--- src/design/wdt_pkg.sv ---
// ============================================================
// Summary of operation
// - with external rc clock selected, oscillator output pin carries system clock divided by 8
// - watchdog oscillator runs during power-down; an option can disable it
// - power-down entered only by the sleep instruction; core halts there
// - memory, registers and port states held unchanged during power-down
// - sleep clears watchdog; it counts on osc clock, stops on system clock
// - sleep sets power-down flag and clears time-out flag
// - wake on external reset, enabled port a falling edge, interrupt, watchdog overflow
// - reset wake is full reset; overflow wake sets time-out, resets pc and sp only
// - power-down flag cleared at power-up and by watchdog-clear instructions
// - per-pin falling-edge wake enables; port wake resumes after sleep
// - disabled interrupt or full stack: resume after sleep, interrupt stays pending
// - enabled interrupt with free stack: normal interrupt response after wake
// - interrupt flag already set at sleep entry is not a wake source
// - wait 1024 system clocks after any wake other than external reset before resuming
// - watchdog clock option: watchdog oscillator or system clock divided by 8
// - watchdog disabled by option: watchdog instructions do nothing; the counter still runs and its overflow still resets
// - watchdog oscillator first divided by 256 in an 8-stage counter
// - select bits 0 to 2 set extra division; all ones gives 1:128
// - time-out in normal operation resets device and sets time-out flag
// - counter and prescaler cleared by reset pin, clear instructions or sleep
// - option selects single clear or paired first/second clear instructions
// - paired mode: repeated same instruction no effect; alternation completes clear
package wdt_pkg;
  // ============================================================
  // register map
  localparam logic [1:0] ADDR_SELECT = 2'h0;
  localparam logic [1:0] ADDR_CONFIG = 2'h1;
  localparam logic [1:0] ADDR_STATUS = 2'h2;
  localparam logic [1:0] ADDR_PORTWAKE = 2'h3;
  localparam logic [7:0] SELECT_RESET = 8'h07;
  localparam int SEL_LSB = 0;
  localparam int SEL_W = 3;
  // config bits
  localparam int CFG_WDT_EN = 0;
  localparam int CFG_OSC_EN = 1;
  localparam int CFG_CLK_OSC = 2;
  localparam int CFG_PAIRED = 3;
  localparam int CFG_RC_CLK = 4;
  localparam logic [7:0] CONFIG_RESET = 8'h07;
  // status bits
  localparam int ST_PDF = 0;
  localparam int ST_TO = 1;
  localparam int ST_SLEEP = 2;
  localparam int ST_WAKING = 3;
  // ============================================================
  // timing
  localparam int WAKE_CYCLES = 1024;
  localparam int INSTR_DIV = 8;
  localparam int OSC_PREDIV_W = 8;
  localparam int PRESCALE_W = 7;
  localparam int COUNT_W = 8;
  typedef enum logic [1:0] {PM_RUN, PM_SLEEP, PM_WAKE} pm_state_e;
endpackage

--- src/design/wdt_tick_if.sv ---
`timescale 1ns/1ns
// ============================================================
// ticks and clears between the top and the timer
interface wdt_tick_if;
  logic clear;
  logic osc_tick;
  logic instr_tick;
  logic use_osc;
  logic sleeping;
  logic [2:0] sel;
  logic overflow;
  modport ctrl (output clear, osc_tick, instr_tick, use_osc, sleeping, sel, input overflow);
  modport timer (input clear, osc_tick, instr_tick, use_osc, sleeping, sel, output overflow);
endinterface

--- src/design/wdt_divider.sv ---
`timescale 1ns/1ns
// ============================================================
// watchdog counting chain
module wdt_divider
  import wdt_pkg::*;
(
  // clock and reset
  input wire logic clk,
  input wire logic rst,
  // control
  wdt_tick_if.timer t
);
  logic [OSC_PREDIV_W-1:0] pre_q;
  logic [PRESCALE_W-1:0] ps_q;
  logic [COUNT_W-1:0] cnt_q;
  logic pre_wrap;
  logic base_tick;
  logic [PRESCALE_W:0] taps;
  logic ps_tick;
  logic ov_q;

  assign pre_wrap = t.osc_tick && (pre_q == '1);
  // system clock stops in power-down, so that source gives no ticks then
  assign base_tick = t.use_osc ? pre_wrap : (t.instr_tick && !t.sleeping);

  always_ff @(posedge clk or posedge rst) begin
    if (rst) begin
      pre_q <= '0;
    end else if (t.clear) begin
      pre_q <= '0;
    end else if (t.osc_tick) begin
      pre_q <= pre_q + 1'b1;
    end
  end

  always_ff @(posedge clk or posedge rst) begin
    if (rst) begin
      ps_q <= '0;
    end else if (t.clear) begin
      ps_q <= '0;
    end else if (base_tick) begin
      ps_q <= ps_q + 1'b1;
    end
  end

  // tap n is a carry out of bit n-1: ticks at base rate / 2**n
  genvar i;
  generate
    for (i = 0; i <= PRESCALE_W; i++) begin : g_tap
      if (i == 0) begin : g0
        assign taps[i] = base_tick;
      end else begin : gn
        assign taps[i] = base_tick && (ps_q[i-1:0] == '1);
      end
    end
  endgenerate
  assign ps_tick = taps[t.sel];

  always_ff @(posedge clk or posedge rst) begin
    if (rst) begin
      cnt_q <= '0;
      ov_q <= 1'b0;
    end else if (t.clear) begin
      cnt_q <= '0;
      ov_q <= 1'b0;
    end else begin
      ov_q <= ps_tick && (cnt_q == '1);
      if (ps_tick) begin
        cnt_q <= cnt_q + 1'b1;
      end
    end
  end
  assign t.overflow = ov_q;
endmodule

--- src/design/wdt_powerdown.sv ---
`timescale 1ns/1ns
// ============================================================
// watchdog with power-down and wake-up sequencing
module wdt_powerdown
  import wdt_pkg::*;
(
  // clock and reset
  input wire logic clk,
  input wire logic rst,
  // avalon-mm slave
  input wire logic [1:0] avs_address,
  input wire logic avs_read,
  input wire logic avs_write,
  input wire logic [31:0] avs_writedata,
  output logic [31:0] avs_readdata,
  output logic avs_waitrequest,
  // core instruction strobes
  input wire logic sleep_instr,
  input wire logic clear_watchdog_single,
  input wire logic clear_watchdog_first,
  input wire logic clear_watchdog_second,
  // wake sources
  input wire logic external_reset_pin,
  input wire logic [7:0] port_a_in,
  input wire logic irq_req,
  input wire logic irq_enabled,
  input wire logic stack_full,
  input wire logic wdt_osc_tick,
  // core control
  output logic core_halt,
  output logic hold_state,
  output logic sys_osc_run,
  output logic full_reset,
  output logic pc_sp_reset,
  output logic irq_service,
  output logic resume_next,
  output logic wdt_osc_enable,
  // oscillator output, open drain
  output logic osc_output_pin_o,
  output logic osc_output_pin_oe
);
  wdt_tick_if t ();

  logic [7:0] select_q;
  logic [7:0] config_q;
  logic [7:0] portwake_q;
  logic powerdown_flag_q;
  logic timeout_flag_q;
  logic first_done_q;
  logic second_done_q;
  logic [7:0] port_prev_q;
  logic irq_masked_q;
  logic irq_prev_q;
  logic wake_irq_q;
  logic [9:0] wake_cnt_q;
  logic [2:0] div8_q;
  logic osc_div_q;
  logic ack_q;
  logic wait_q;
  logic [31:0] rdata_q;
  logic core_halt_q, hold_q, run_q, frst_q, pcsp_q, isvc_q, rnext_q, oscen_q;
  pm_state_e state_q;

  logic wdt_en, paired, instr_tick, clr_instr, sleep_go;
  logic port_wake, irq_wake, ext_wake, wake_any;
  logic wr_sel, wr_cfg, wr_pw, wr_st;

  // ============================================================
  // instruction decode
  assign wdt_en = config_q[CFG_WDT_EN];
  assign paired = config_q[CFG_PAIRED];
  assign instr_tick = (div8_q == 3'h7) && (state_q != PM_SLEEP);
  // a completed pair, or the single instruction, when the watchdog is enabled
  assign clr_instr = wdt_en && (paired ?
      ((clear_watchdog_first && second_done_q) || (clear_watchdog_second && first_done_q)) :
      clear_watchdog_single);
  assign sleep_go = sleep_instr && (state_q == PM_RUN);

  // ============================================================
  // wake sources
  assign port_wake = |(portwake_q & port_prev_q & ~port_a_in);
  assign irq_wake = irq_req && !irq_prev_q && !irq_masked_q;
  assign ext_wake = !external_reset_pin;
  assign wake_any = port_wake || irq_wake || t.overflow;

  assign t.clear = ext_wake || clr_instr || (sleep_go && wdt_en);
  assign t.osc_tick = wdt_osc_tick && config_q[CFG_OSC_EN];
  assign t.instr_tick = instr_tick;
  assign t.use_osc = config_q[CFG_CLK_OSC];
  assign t.sleeping = (state_q == PM_SLEEP);
  assign t.sel = select_q[SEL_LSB +: SEL_W];

  wdt_divider u_div (
    .clk(clk),
    .rst(rst),
    .t(t)
  );

  // ============================================================
  // register bus: one wait cycle; a write lands on the edge that sees waitrequest low
  assign wr_sel = avs_write && ack_q && (avs_address == ADDR_SELECT);
  assign wr_cfg = avs_write && ack_q && (avs_address == ADDR_CONFIG);
  assign wr_pw = avs_write && ack_q && (avs_address == ADDR_PORTWAKE);
  assign wr_st = avs_write && ack_q && (avs_address == ADDR_STATUS);

  always_ff @(posedge clk or posedge rst) begin
    if (rst) begin
      ack_q <= 1'b0;
      wait_q <= 1'b1;
      rdata_q <= '0;
    end else begin
      ack_q <= (avs_read || avs_write) && !ack_q;
      wait_q <= !((avs_read || avs_write) && !ack_q);
      if (avs_read && !ack_q) begin
        unique case (avs_address)
          ADDR_SELECT: rdata_q <= {24'h000000, select_q};
          ADDR_CONFIG: rdata_q <= {24'h000000, config_q};
          ADDR_STATUS: rdata_q <= {28'h0000000, state_q == PM_WAKE, state_q == PM_SLEEP,
                                   timeout_flag_q, powerdown_flag_q};
          ADDR_PORTWAKE: rdata_q <= {24'h000000, portwake_q};
        endcase
      end
    end
  end
  assign avs_readdata = rdata_q;
  assign avs_waitrequest = wait_q;

  always_ff @(posedge clk or posedge rst) begin
    if (rst) begin
      select_q <= SELECT_RESET;
      config_q <= CONFIG_RESET;
      portwake_q <= 8'h00;
    end else begin
      if (wr_sel) begin
        select_q <= avs_writedata[7:0];
      end
      if (wr_cfg) begin
        config_q <= avs_writedata[7:0];
      end
      if (wr_pw) begin
        portwake_q <= avs_writedata[7:0];
      end
    end
  end

  // ============================================================
  // paired clear tracking
  always_ff @(posedge clk or posedge rst) begin
    if (rst) begin
      first_done_q <= 1'b0;
      second_done_q <= 1'b0;
    end else if (clr_instr || ext_wake) begin
      first_done_q <= 1'b0;
      second_done_q <= 1'b0;
    end else if (wdt_en && paired) begin
      if (clear_watchdog_first) begin
        first_done_q <= 1'b1;
      end
      if (clear_watchdog_second) begin
        second_done_q <= 1'b1;
      end
    end
  end

  // ============================================================
  // status flags; the reset pin clears both first, otherwise setting events take priority
  always_ff @(posedge clk or posedge rst) begin
    if (rst) begin
      powerdown_flag_q <= 1'b0;
      timeout_flag_q <= 1'b0;
    end else if (ext_wake) begin
      powerdown_flag_q <= 1'b0;
      timeout_flag_q <= 1'b0;
    end else begin
      if (sleep_go && wdt_en) begin
        powerdown_flag_q <= 1'b1;
      end else if (clr_instr) begin
        powerdown_flag_q <= 1'b0;
      end
      if (t.overflow) begin
        timeout_flag_q <= 1'b1;
      end else if (sleep_go && wdt_en) begin
        timeout_flag_q <= 1'b0;
      end else if (wr_st && avs_writedata[ST_TO]) begin
        timeout_flag_q <= 1'b0;
      end
    end
  end

  // ============================================================
  // sampling of pins and the interrupt line
  always_ff @(posedge clk or posedge rst) begin
    if (rst) begin
      port_prev_q <= 8'hFF;
      irq_prev_q <= 1'b0;
      irq_masked_q <= 1'b0;
    end else begin
      port_prev_q <= port_a_in;
      irq_prev_q <= irq_req;
      if (sleep_go) begin
        irq_masked_q <= irq_req;
      end else if (!irq_req) begin
        irq_masked_q <= 1'b0;
      end
    end
  end

  // ============================================================
  // power state machine
  always_ff @(posedge clk or posedge rst) begin
    if (rst) begin
      state_q <= PM_RUN;
      wake_cnt_q <= '0;
      wake_irq_q <= 1'b0;
    end else if (ext_wake) begin
      state_q <= PM_RUN;
      wake_cnt_q <= '0;
      wake_irq_q <= 1'b0;
    end else begin
      unique case (state_q)
        PM_RUN: begin
          if (sleep_go) begin
            state_q <= PM_SLEEP;
          end
        end
        PM_SLEEP: begin
          if (wake_any) begin
            state_q <= PM_WAKE;
            wake_cnt_q <= '0;
            wake_irq_q <= irq_wake && !port_wake && !t.overflow;
          end
        end
        PM_WAKE: begin
          wake_cnt_q <= wake_cnt_q + 1'b1;
          if (wake_cnt_q == 10'(WAKE_CYCLES - 1)) begin
            state_q <= PM_RUN;
          end
        end
      endcase
    end
  end

  // ============================================================
  // core control outputs, all registered
  always_ff @(posedge clk or posedge rst) begin
    if (rst) begin
      core_halt_q <= 1'b0;
      hold_q <= 1'b0;
      run_q <= 1'b1;
      frst_q <= 1'b1;
      pcsp_q <= 1'b0;
      isvc_q <= 1'b0;
      rnext_q <= 1'b0;
      oscen_q <= 1'b1;
    end else begin
      core_halt_q <= (state_q != PM_RUN) || sleep_go;
      hold_q <= (state_q == PM_SLEEP) || sleep_go;
      run_q <= !((state_q == PM_SLEEP) || sleep_go);
      frst_q <= ext_wake || (t.overflow && state_q == PM_RUN);
      pcsp_q <= t.overflow && state_q != PM_RUN;
      oscen_q <= config_q[CFG_OSC_EN];
      // on wake completion: service only if enabled and stack has room
      isvc_q <= (state_q == PM_WAKE) && (wake_cnt_q == 10'(WAKE_CYCLES - 1)) && wake_irq_q &&
                irq_enabled && !stack_full;
      rnext_q <= (state_q == PM_WAKE) && (wake_cnt_q == 10'(WAKE_CYCLES - 1)) &&
                 !(wake_irq_q && irq_enabled && !stack_full);
    end
  end
  assign core_halt = core_halt_q;
  assign hold_state = hold_q;
  assign sys_osc_run = run_q;
  assign full_reset = frst_q;
  assign pc_sp_reset = pcsp_q;
  assign irq_service = isvc_q;
  assign resume_next = rnext_q;
  assign wdt_osc_enable = oscen_q;

  // ============================================================
  // system clock / 8 on the open-drain pin in rc mode
  always_ff @(posedge clk or posedge rst) begin
    if (rst) begin
      div8_q <= '0;
      osc_div_q <= 1'b1;
    end else begin
      div8_q <= div8_q + 1'b1;
      // held inverted so the enable comes straight from this flop
      osc_div_q <= !(config_q[CFG_RC_CLK] && run_q && div8_q[2]);
    end
  end
  // open drain: drive low only
  assign osc_output_pin_o = 1'b0;
  assign osc_output_pin_oe = osc_div_q;
endmodule

--- config.mk ---
export PLATFORM = sky130hd
export DESIGN_NAME = wdt_powerdown
export DESIGN_NICKNAME = d
export VERILOG_FILES = /design/src/design/wdt_pkg.sv /design/src/design/wdt_tick_if.sv /design/src/design/wdt_divider.sv /design/src/design/wdt_powerdown.sv
export SDC_FILE = /design/constraint.sdc
export NUM_CORES = 1
export LEC_CHECK = 0
export BUFFER_PORTS_ARGS = -buffer_cell sky130_fd_sc_hd__buf_2
export CORE_ASPECT_RATIO = 0.8
export CORE_MARGIN = 3
export CORE_UTILIZATION = 35
export DETAILED_ROUTE_END_ITERATION = 8
export GPL_TIMING_DRIVEN = 1
export PLACE_DENSITY = 0.63
export SYNTH_ARGS = -nofsm -noshare
export SYNTH_HDL_FRONTEND = slang
export SYNTH_HIERARCHICAL = 1
export SYNTH_SLANG_ARGS = --single-unit
--- constraint.sdc ---
create_clock -name clk -period 2.8 [get_ports clk]
set_clock_uncertainty 0.15 [all_clocks]
set_input_delay 0.42 -clock clk [delete_from_list [all_inputs] [get_ports clk]]
set_output_delay 0.42 -clock clk [all_outputs]
set_load 0.005 [all_outputs]
==> metrics, run 1 <==
placed cell areas=0.005111 mm2; Slew @ Worst Pin=0.9303 ns; Critical Path RT=2.92 ns; slew margin rel.=37.91%; Core Region=0.01306 mm2; largest family of logic cells by synthesized area=simple AND/OR/NAND/NOR gates; Syn-to-layout area delta=14.76%; I/O Pins=98; number of setup buffers added after CTS=0; pwr/cell area=723.5 mW/mm2; number of enable flip-flop cells after synthesis=0; share of flip-flops with an asynchronous set or reset=100.0%; final worst-path cycle share=87.42%; Hold Buf Count CTS=0; die area=0.01503 mm2; Max VDD drop=361.8 uV; RePlAce Congestion=0.7469; share of layout cells above drive strength 1=27.72%; vias per cell=5.008; post-route ant nets=0; IO buf count=48; vias in the first global route=3,304; Max Slew Vio Count=0; largest net degree at the start of global routing=74; Startpoint Class=flop; fin crit period=2.448 ns; Post-Synth Adder-Cell Area=3.158%; synthesized area=0.004755 mm2; Register Area=0.002451 mm2; Reg2Reg Depth=8; Pre-antenna DRT Iters=5; post-layout net count=549; max-cap viol count=0; latest clock arrival within the worst-skew pair=0.34 ns; WL met3=551 um; num rows=37; Max H-tree Level=3; CTS tree=done; Total GRT Usage=14.06%; RSZ-0062 raised after global routing=no; CTS Buf Count=9; cell area after layout=0.005456 mm2; n_diodes=0; Die Span X=136.3 um; Multi-input gate area=0.002098 mm2; Post-Synth XOR/XNOR Area=1.658%; Fin Hold WS=0.01267 ns; nature of the critical path endpoint=flop; Die Span Y=110.2 um; CTS root buffer=clkbuf_16; initial core utilization=36.42%; Worst Path Max Fanout=15; via count=3,315; Seq cells post-synth=97; Max Clk Rate=0.4085 GHz; WL per Instance=15.00 um; max layer used=met4; CTS Sinks=97; Synth Flop Type=dfrtp_1; setup_tns=0 ns; Mapped Cells=432; drt total wl=9.929 mm; Crit path arrival time=2.57 ns; synth warn=6; Synth Area in Compound Gates=9.553%; Synth Area per Inst=11.01 um2; Seq/Total Area, Yosys=51.55%; Simple-Gate Fraction of Synth Area=16.74%; outcome=completed; Clk pin slew, worst setup/hold paths=0.06 ns; # setup viols final=0; Hold Fails Final Rpt=0; total power=0.003948 W; first-pass GRT wire length=16.37 mm; mux share of post-synthesis cell area=11.05%; GR Overflow Total=0; DRC viols=0; post-cts repair resize count=0; Netlist cell types=59; Setup Crit Path Kind=flop to flop; P_leak=2.417 nW; clock buffer depth=2; M1 WL=4.568 mm; fillers=1,258; worst min path class=input port to asynchronous set/reset pin; initial antenna violation count=0; drt first-iter violations=273; met2 routed WL=4.687 mm; dpl hpwl=7.271 mm
==> synthesized netlist by cell type, types with 2 or more instances <==
cell | count | area (um2)
dfrtp_1 | 78 | 1952
nand2_1 | 49 | 183.9
nor2_1 | 32 | 120.1
mux2_2 | 28 | 315.3
buf_4 | 25 | 187.7
dfstp_2 | 19 | 499.2
o21ai_0 | 15 | 75.07
a21oi_1 | 14 | 70.07
nand3_1 | 14 | 70.07
ha_1 | 12 | 150.1
mux2i_1 | 12 | 120.1
inv_1 | 11 | 41.29
clkbuf_1 | 10 | 37.54
or3_1 | 10 | 62.56
nand4_1 | 9 | 56.30
nand4b_1 | 7 | 61.31
a31oi_1 | 6 | 37.54
xor2_1 | 6 | 52.55
o221ai_1 | 5 | 43.79
o22ai_1 | 5 | 31.28
mux4_2 | 4 | 90.09
nor3_1 | 4 | 20.02
o211ai_1 | 4 | 30.03
o21ai_1 | 4 | 20.02
and2_1 | 3 | 18.77
nand2b_1 | 3 | 18.77
xnor2_1 | 3 | 26.28
a21boi_0 | 2 | 15.01
and3_1 | 2 | 12.51
and4_1 | 2 | 17.52
buf_2 | 2 | 10.01
nor2b_1 | 2 | 12.51
nor3b_1 | 2 | 15.01
o2111ai_1 | 2 | 17.52
or3b_2 | 2 | 17.52
==> layout make-up <==
cell class	count	share of cell area, %
clock buffer	11	4.449
clock inverter	5	1.880
inverter	12	0.8255
multi-input combinational	308	38.45
sequential	97	44.92
tap	175	4.013
timing repair buffer	54	5.457
==> per-layer routing <==
layer	track usage, %	vias to the layer above
met4	3.741	0
met5	0	-
met1	18.94	1621
met3	4.220	9
met2	22.26	90
li1	-	1595
==> flip-flops by register name, indices dropped and copies added, names as in the netlist, 2 cells and up <==
register / flops
select_q: 8
avs_readdata: 8
config_q: 8
u_div/ps_q: 7
wake_cnt_q: 10
port_prev_q: 8
portwake_q: 8
u_div/pre_q: 8
div8_q: 3
u_div/cnt_q: 8
state_q: 2
==> report_power, final <==
part	internal (W)	total (W)	switching, W
Combinational	0.000344	0.000751	0.000407
Sequential	0.00164	0.00180	0.000162
Clock	0.000895	0.00139	0.000499
==> path summary, 6_finish.rpt <==
kind	start	to	slack, ns
min	rst	div8_q[2]	0.01
max in group asynchronous	rst	u_div/ps_q[6]	1.77
min reg2reg	config_q[1]	wdt_osc_enable	0.24
max	state_q[1]	u_div/cnt_q[6]	0.35
max reg2reg	state_q[1]	u_div/cnt_q[6]	0.35
min in group clk	port_a_in[7]	port_prev_q[7]	0.04
==> stage by stage <==
| step | setup slack (ns) | instances | utilization, % |
|---|---|---|---|
| 5_1_grt | 0.1895 | 662 | 41.80 |
| 3_3_place_gp | 0.4361 | 646 | 39.15 |
| 6_report | 0.3522 | 662 | 41.80 |
| 2_1_floorplan | 0.4082 | 456 | - |
| 4_1_cts | 0.3409 | 662 | 41.80 |
| 3_5_place_dp | 0.3695 | 646 | 39.15 |
==> layout by cell type (no fill, tap or decap), types with 9 or more instances in the layout <==
cell type / instances
a21oi_1: 14
buf_2: 48
clkbuf_16: 9
conb_1: 25
dfrtp_1: 78
dfstp_2: 19
ha_1: 12
inv_1: 10
mux2_2: 28
mux2i_1: 12
nand2_1: 49
nand3_1: 14
nand4_1: 9
nor2_1: 32
o21ai_0: 15
or3_1: 10
==> critical path: stages (launching register included) <==
cell	delay (ns)
dfrtp_1	0.37
inv_1	0.09
ha_1	0.23
nor2b_1	0.12
nor3b_1	0.44
a41o_4	0.22
o221ai_4	0.20
or3_1	0.40
a21oi_1	0.15
==> kinds of logic (layout without fill, tap and decap cells) <==
kind of cell | after synthesis | after routing
muxes | 44 | 44
and+or+nand+nor | 152 | 152
other | 1 | 25
buffers and inverters | 51 | 82
DFF | 97 | 97
AOI/OAI and AO/OA | 66 | 66
adders and majority gates | 12 | 12
xor gates and xnor gates | 9 | 9
No activity file was read; power rests on OpenSTA's default activity.
==> run 2: changes to the inputs <==
--- a/config.mk
+++ b/config.mk
@@ -14,5 +14,4 @@
 export PLACE_DENSITY = 0.63
 export SYNTH_ARGS = -nofsm -noshare
 export SYNTH_HDL_FRONTEND = slang
-export SYNTH_HIERARCHICAL = 1
 export SYNTH_SLANG_ARGS = --single-unit
==> constraint.sdc (replaced) <==
create_clock -name clk -period 3 [get_ports clk]
set_clock_uncertainty 0.15 [all_clocks]
set_input_delay 0.45 -clock clk [delete_from_list [all_inputs] [get_ports clk]]
set_output_delay 0.45 -clock clk [all_outputs]
set_load 0.005 [all_outputs]
==> run 2 against run 1 <==
Total power fell by 11%. Register-to-register slack improved by 0.09 ns. Sequential cell count did not move. Die area fell by 1.4%. Design area fell by 2.1%. Synthesized cell count fell by 3.0%. Critical path type unchanged.
==> metrics, run 2 <==
Synth Area in Compound Gates=8.758% (-0.79 points); CTS Buf Count=9 (unchanged); Synth Flop Type=dfrtp_1; Setup Crit Path Kind=flop to flop; initial antenna violation count=0 (unchanged); Synth top cells by count=dfrtp_1, nand2_1, mux2_2, nor2_1, buf_4; Critical Path Start=u_div.ps_q[0]; Post-Synth XOR/XNOR Area=2.243% (+0.59 points); RePlAce Congestion=0.8376 (+12%); count leader, synth=dfrtp_1; CTS root buffer=clkbuf_16; die area=0.01482 mm2 (-1.4%); synth warn=0 (-6); top cell type's share of synthesized area=41.66% (+0.60 points); Slew @ Worst Pin=0.7496 ns (-0.1807 ns); fillers=1,251 (-0.56%); largest family of logic cells by synthesized area=simple AND/OR/NAND/NOR gates; P_leak=2.378 nW (-1.6%); slowest cell delay on critical path=0.58 ns (+0.14 ns); pwr/cell area=658.9 mW/mm2 (-8.9%); max-cap viol count=0 (unchanged); drt first-iter violations=209 (-23%); Critical Path RT=3.10 ns (+0.18 ns); mux share of post-synthesis cell area=11.32% (+0.27 points); clock buffer depth=2 (unchanged); Most flops, register=wake_cnt_q; number of setup buffers added after CTS=0 (unchanged); final worst-path cycle share=85.19% (-2.2 points); post-cts repair resize count=0 (unchanged); Mapped Cells=419 (-3.0%); vias per cell=5.105 (+1.9%); Die Span X=135.4 um (-0.69%); Hold Fails Final Rpt=0 (unchanged); via count=3,318 (+0.090%); worst min path class=input port to flop; CP Cell Sequence=ha_1 > and3_1 > ha_1 > nand2_1 > a21oi_1 > o221ai_2 > or4_1 > a21oi_1; n_diodes=0 (unchanged); Post-Synth Adder-Cell Area=3.204% (+0.046 points); slew margin rel.=49.92% (+12 points); Clk pin slew, worst setup/hold paths=0.07 ns (about the same); vias in the first global route=3,142 (-4.9%); Startpoint Class=flop; initial core utilization=36.15% (-0.27 points); Max Slew Vio Count=0 (unchanged); Die Span Y=109.5 um (-0.68%); setup_tns=0 ns (unchanged); Max Clk Rate=0.3913 GHz (-4.2%); GR Overflow Total=0 (unchanged); latest clock arrival within the worst-skew pair=0.35 ns (about the same); dpl hpwl=7.204 mm (-0.91%); ranking of synthesized cells by area=dfrtp_1, dfstp_2, mux2_2, buf_4, ha_1; first-pass GRT wire length=16.34 mm (-0.21%); Netlist cell types=53 (-10%); share of layout cells above drive strength 1=27.37% (-0.35 points); Hold Buf Count CTS=0 (unchanged); fin crit period=2.556 ns (+0.1078 ns); Max VDD drop=371.5 uV (+2.7%); WL per Instance=15.51 um (+3.4%); CTS Sinks=97 (unchanged); Critical Path Slowest Stage Cell=or4_1; max FFs per register=10 (unchanged); largest net degree at the start of global routing=68 (-8.1%); dominant cell type by area after synthesis=dfrtp_1; num rows=37 (unchanged); Seq/Total Area, Yosys=52.31% (+0.76 points); Total GRT Usage=14.21% (+0.16 points); Hold Startpoint=port_a_in[1]; outcome=completed; Crit path arrival time=2.66 ns (+0.09 ns); worst r2r src=u_div.ps_q[0]; I/O Pins=98 (unchanged); DRC viols=0 (unchanged); share of flip-flops with an asynchronous set or reset=100.0% (unchanged); CTS tree=done; Simple-Gate Fraction of Synth Area=16.02% (-0.72 points); drt total wl=10.08 mm (+1.5%); number of enable flip-flop cells after synthesis=0 (unchanged); total power=0.003520 W (-11%); nature of the critical path endpoint=flop; # setup viols final=0 (unchanged); most frequent cells in the layout=dfrtp_1, buf_2, nand2_1, mux2_2, nor2_1; Seq cells post-synth=97 (unchanged); Register Area=0.002451 mm2 (unchanged); Synth Area per Inst=11.18 um2 (+1.6%); most common cell after layout, fill and taps aside=dfrtp_1; synthesized area=0.004686 mm2 (-1.4%); Worst Path Max Fanout=15 (unchanged); post-route ant nets=0 (unchanged); Max H-tree Level=3 (unchanged); Core Region=0.01296 mm2 (-0.71%); Pre-antenna DRT Iters=4 (-1); Syn-to-layout area delta=13.99%; post-layout net count=537 (-2.2%); IO buf count=48 (unchanged); Multi-input gate area=0.002041 mm2 (-2.7%); RSZ-0062 raised after global routing=no
run 2: cell types whose count changed after synthesis, sizes merged, moves of 4 or more:
| cell | previous run | this run |
|---|---|---|
| nand3b | 1 | 7 |
| a22oi | 1 | 5 |
| xor2 | 6 | 10 |
| o21ai | 19 | 15 |
| nand4b | 7 | 3 |
| nand2 | 49 | 34 |
| a31oi | 6 | 2 |
| mux2 | 28 | 32 |
| o22ai | 5 | 0 |
| a21oi | 14 | 19 |
| mux2i | 12 | 8 |
| nor2 | 33 | 27 |
| or3 | 10 | 6 |
| o221ai | 6 | 1 |
run 2: power breakdown:
group | switching (W) | leakage [nW] | total [W] | internal [W]
combinational | 0.000369 | 1.02 | 0.000686 | 0.000318
sequential | 0.000154 | 1.23 | 0.00169 | 0.00153
clock | 0.000501 | 0.135 | 0.00115 | 0.000648
total | 0.00102 | 2.38 | 0.00352 | 0.00250
run 2: cell families after synthesis:
kind of cell,count (synthesis)
compound gates,63
xor+xnor,12
fa+ha+maj,12
buf+inv,48
flops,97
mux,44
other cells,1
simple gates,142
run 2: critical path, delay by kind of cell (launching register included):
family / cells / cell delay (ns)
simple gates: 3 / 0.83
fa+ha+maj: 2 / 0.42
flops: 1 / 0.43
compound gates: 3 / 0.63
run 2: path summary, 6_finish.rpt:
check | endpoint | slack [ns] | depth (start not counted)
worst max-delay path | u_div.cnt_q[7] | 0.44 | 8
worst min-delay path | port_prev_q[1] | 0.06 | 1
worst max register to register | u_div.cnt_q[7] | 0.44 | 8
worst min register to register | div8_q[0] | 0.27 | 1
max in group asynchronous | osc_output_pin_oe | 1.82 | 3
min in group asynchronous | ack_q | 0.08 | 2
run 2: cell type report:
class | count | area share [%]
Clock buffer | 10 | 4.287
Timing Repair Buffer | 53 | 5.435
Sequential cell | 97 | 45.89
Inverter | 11 | 0.8433
Multi-Input combinational cell | 298 | 38.21
Clock inverter | 6 | 1.242
Tap cell | 175 | 4.099
run 2: per-layer routing:
metal  share of wire (%)  global-route usage (%)
met1                  49                   20.23
met2                  45                   20.88
met3                 4.7                   3.934
met4                 1.5                   4.964
met5                   0                       0
run 2: stage by stage:
step / cells / instance area [um2] / utilization (%) / setup slack (ns) / hold slack, ns
floorplan: 443 / 4780 / - / 0.8576 / 0.2314
global placement: 634 / 5046 / 38.93 / 0.5352 / 0.2614
detailed placement: 634 / 5046 / 38.93 / 0.4885 / 0.2654
CTS: 650 / 5341 / 41.21 / 0.4455 / 0.04574
global route: 650 / 5341 / 41.21 / 0.2766 / 0.03804
finish: 650 / 5341 / 41.21 / 0.4444 / 0.05967
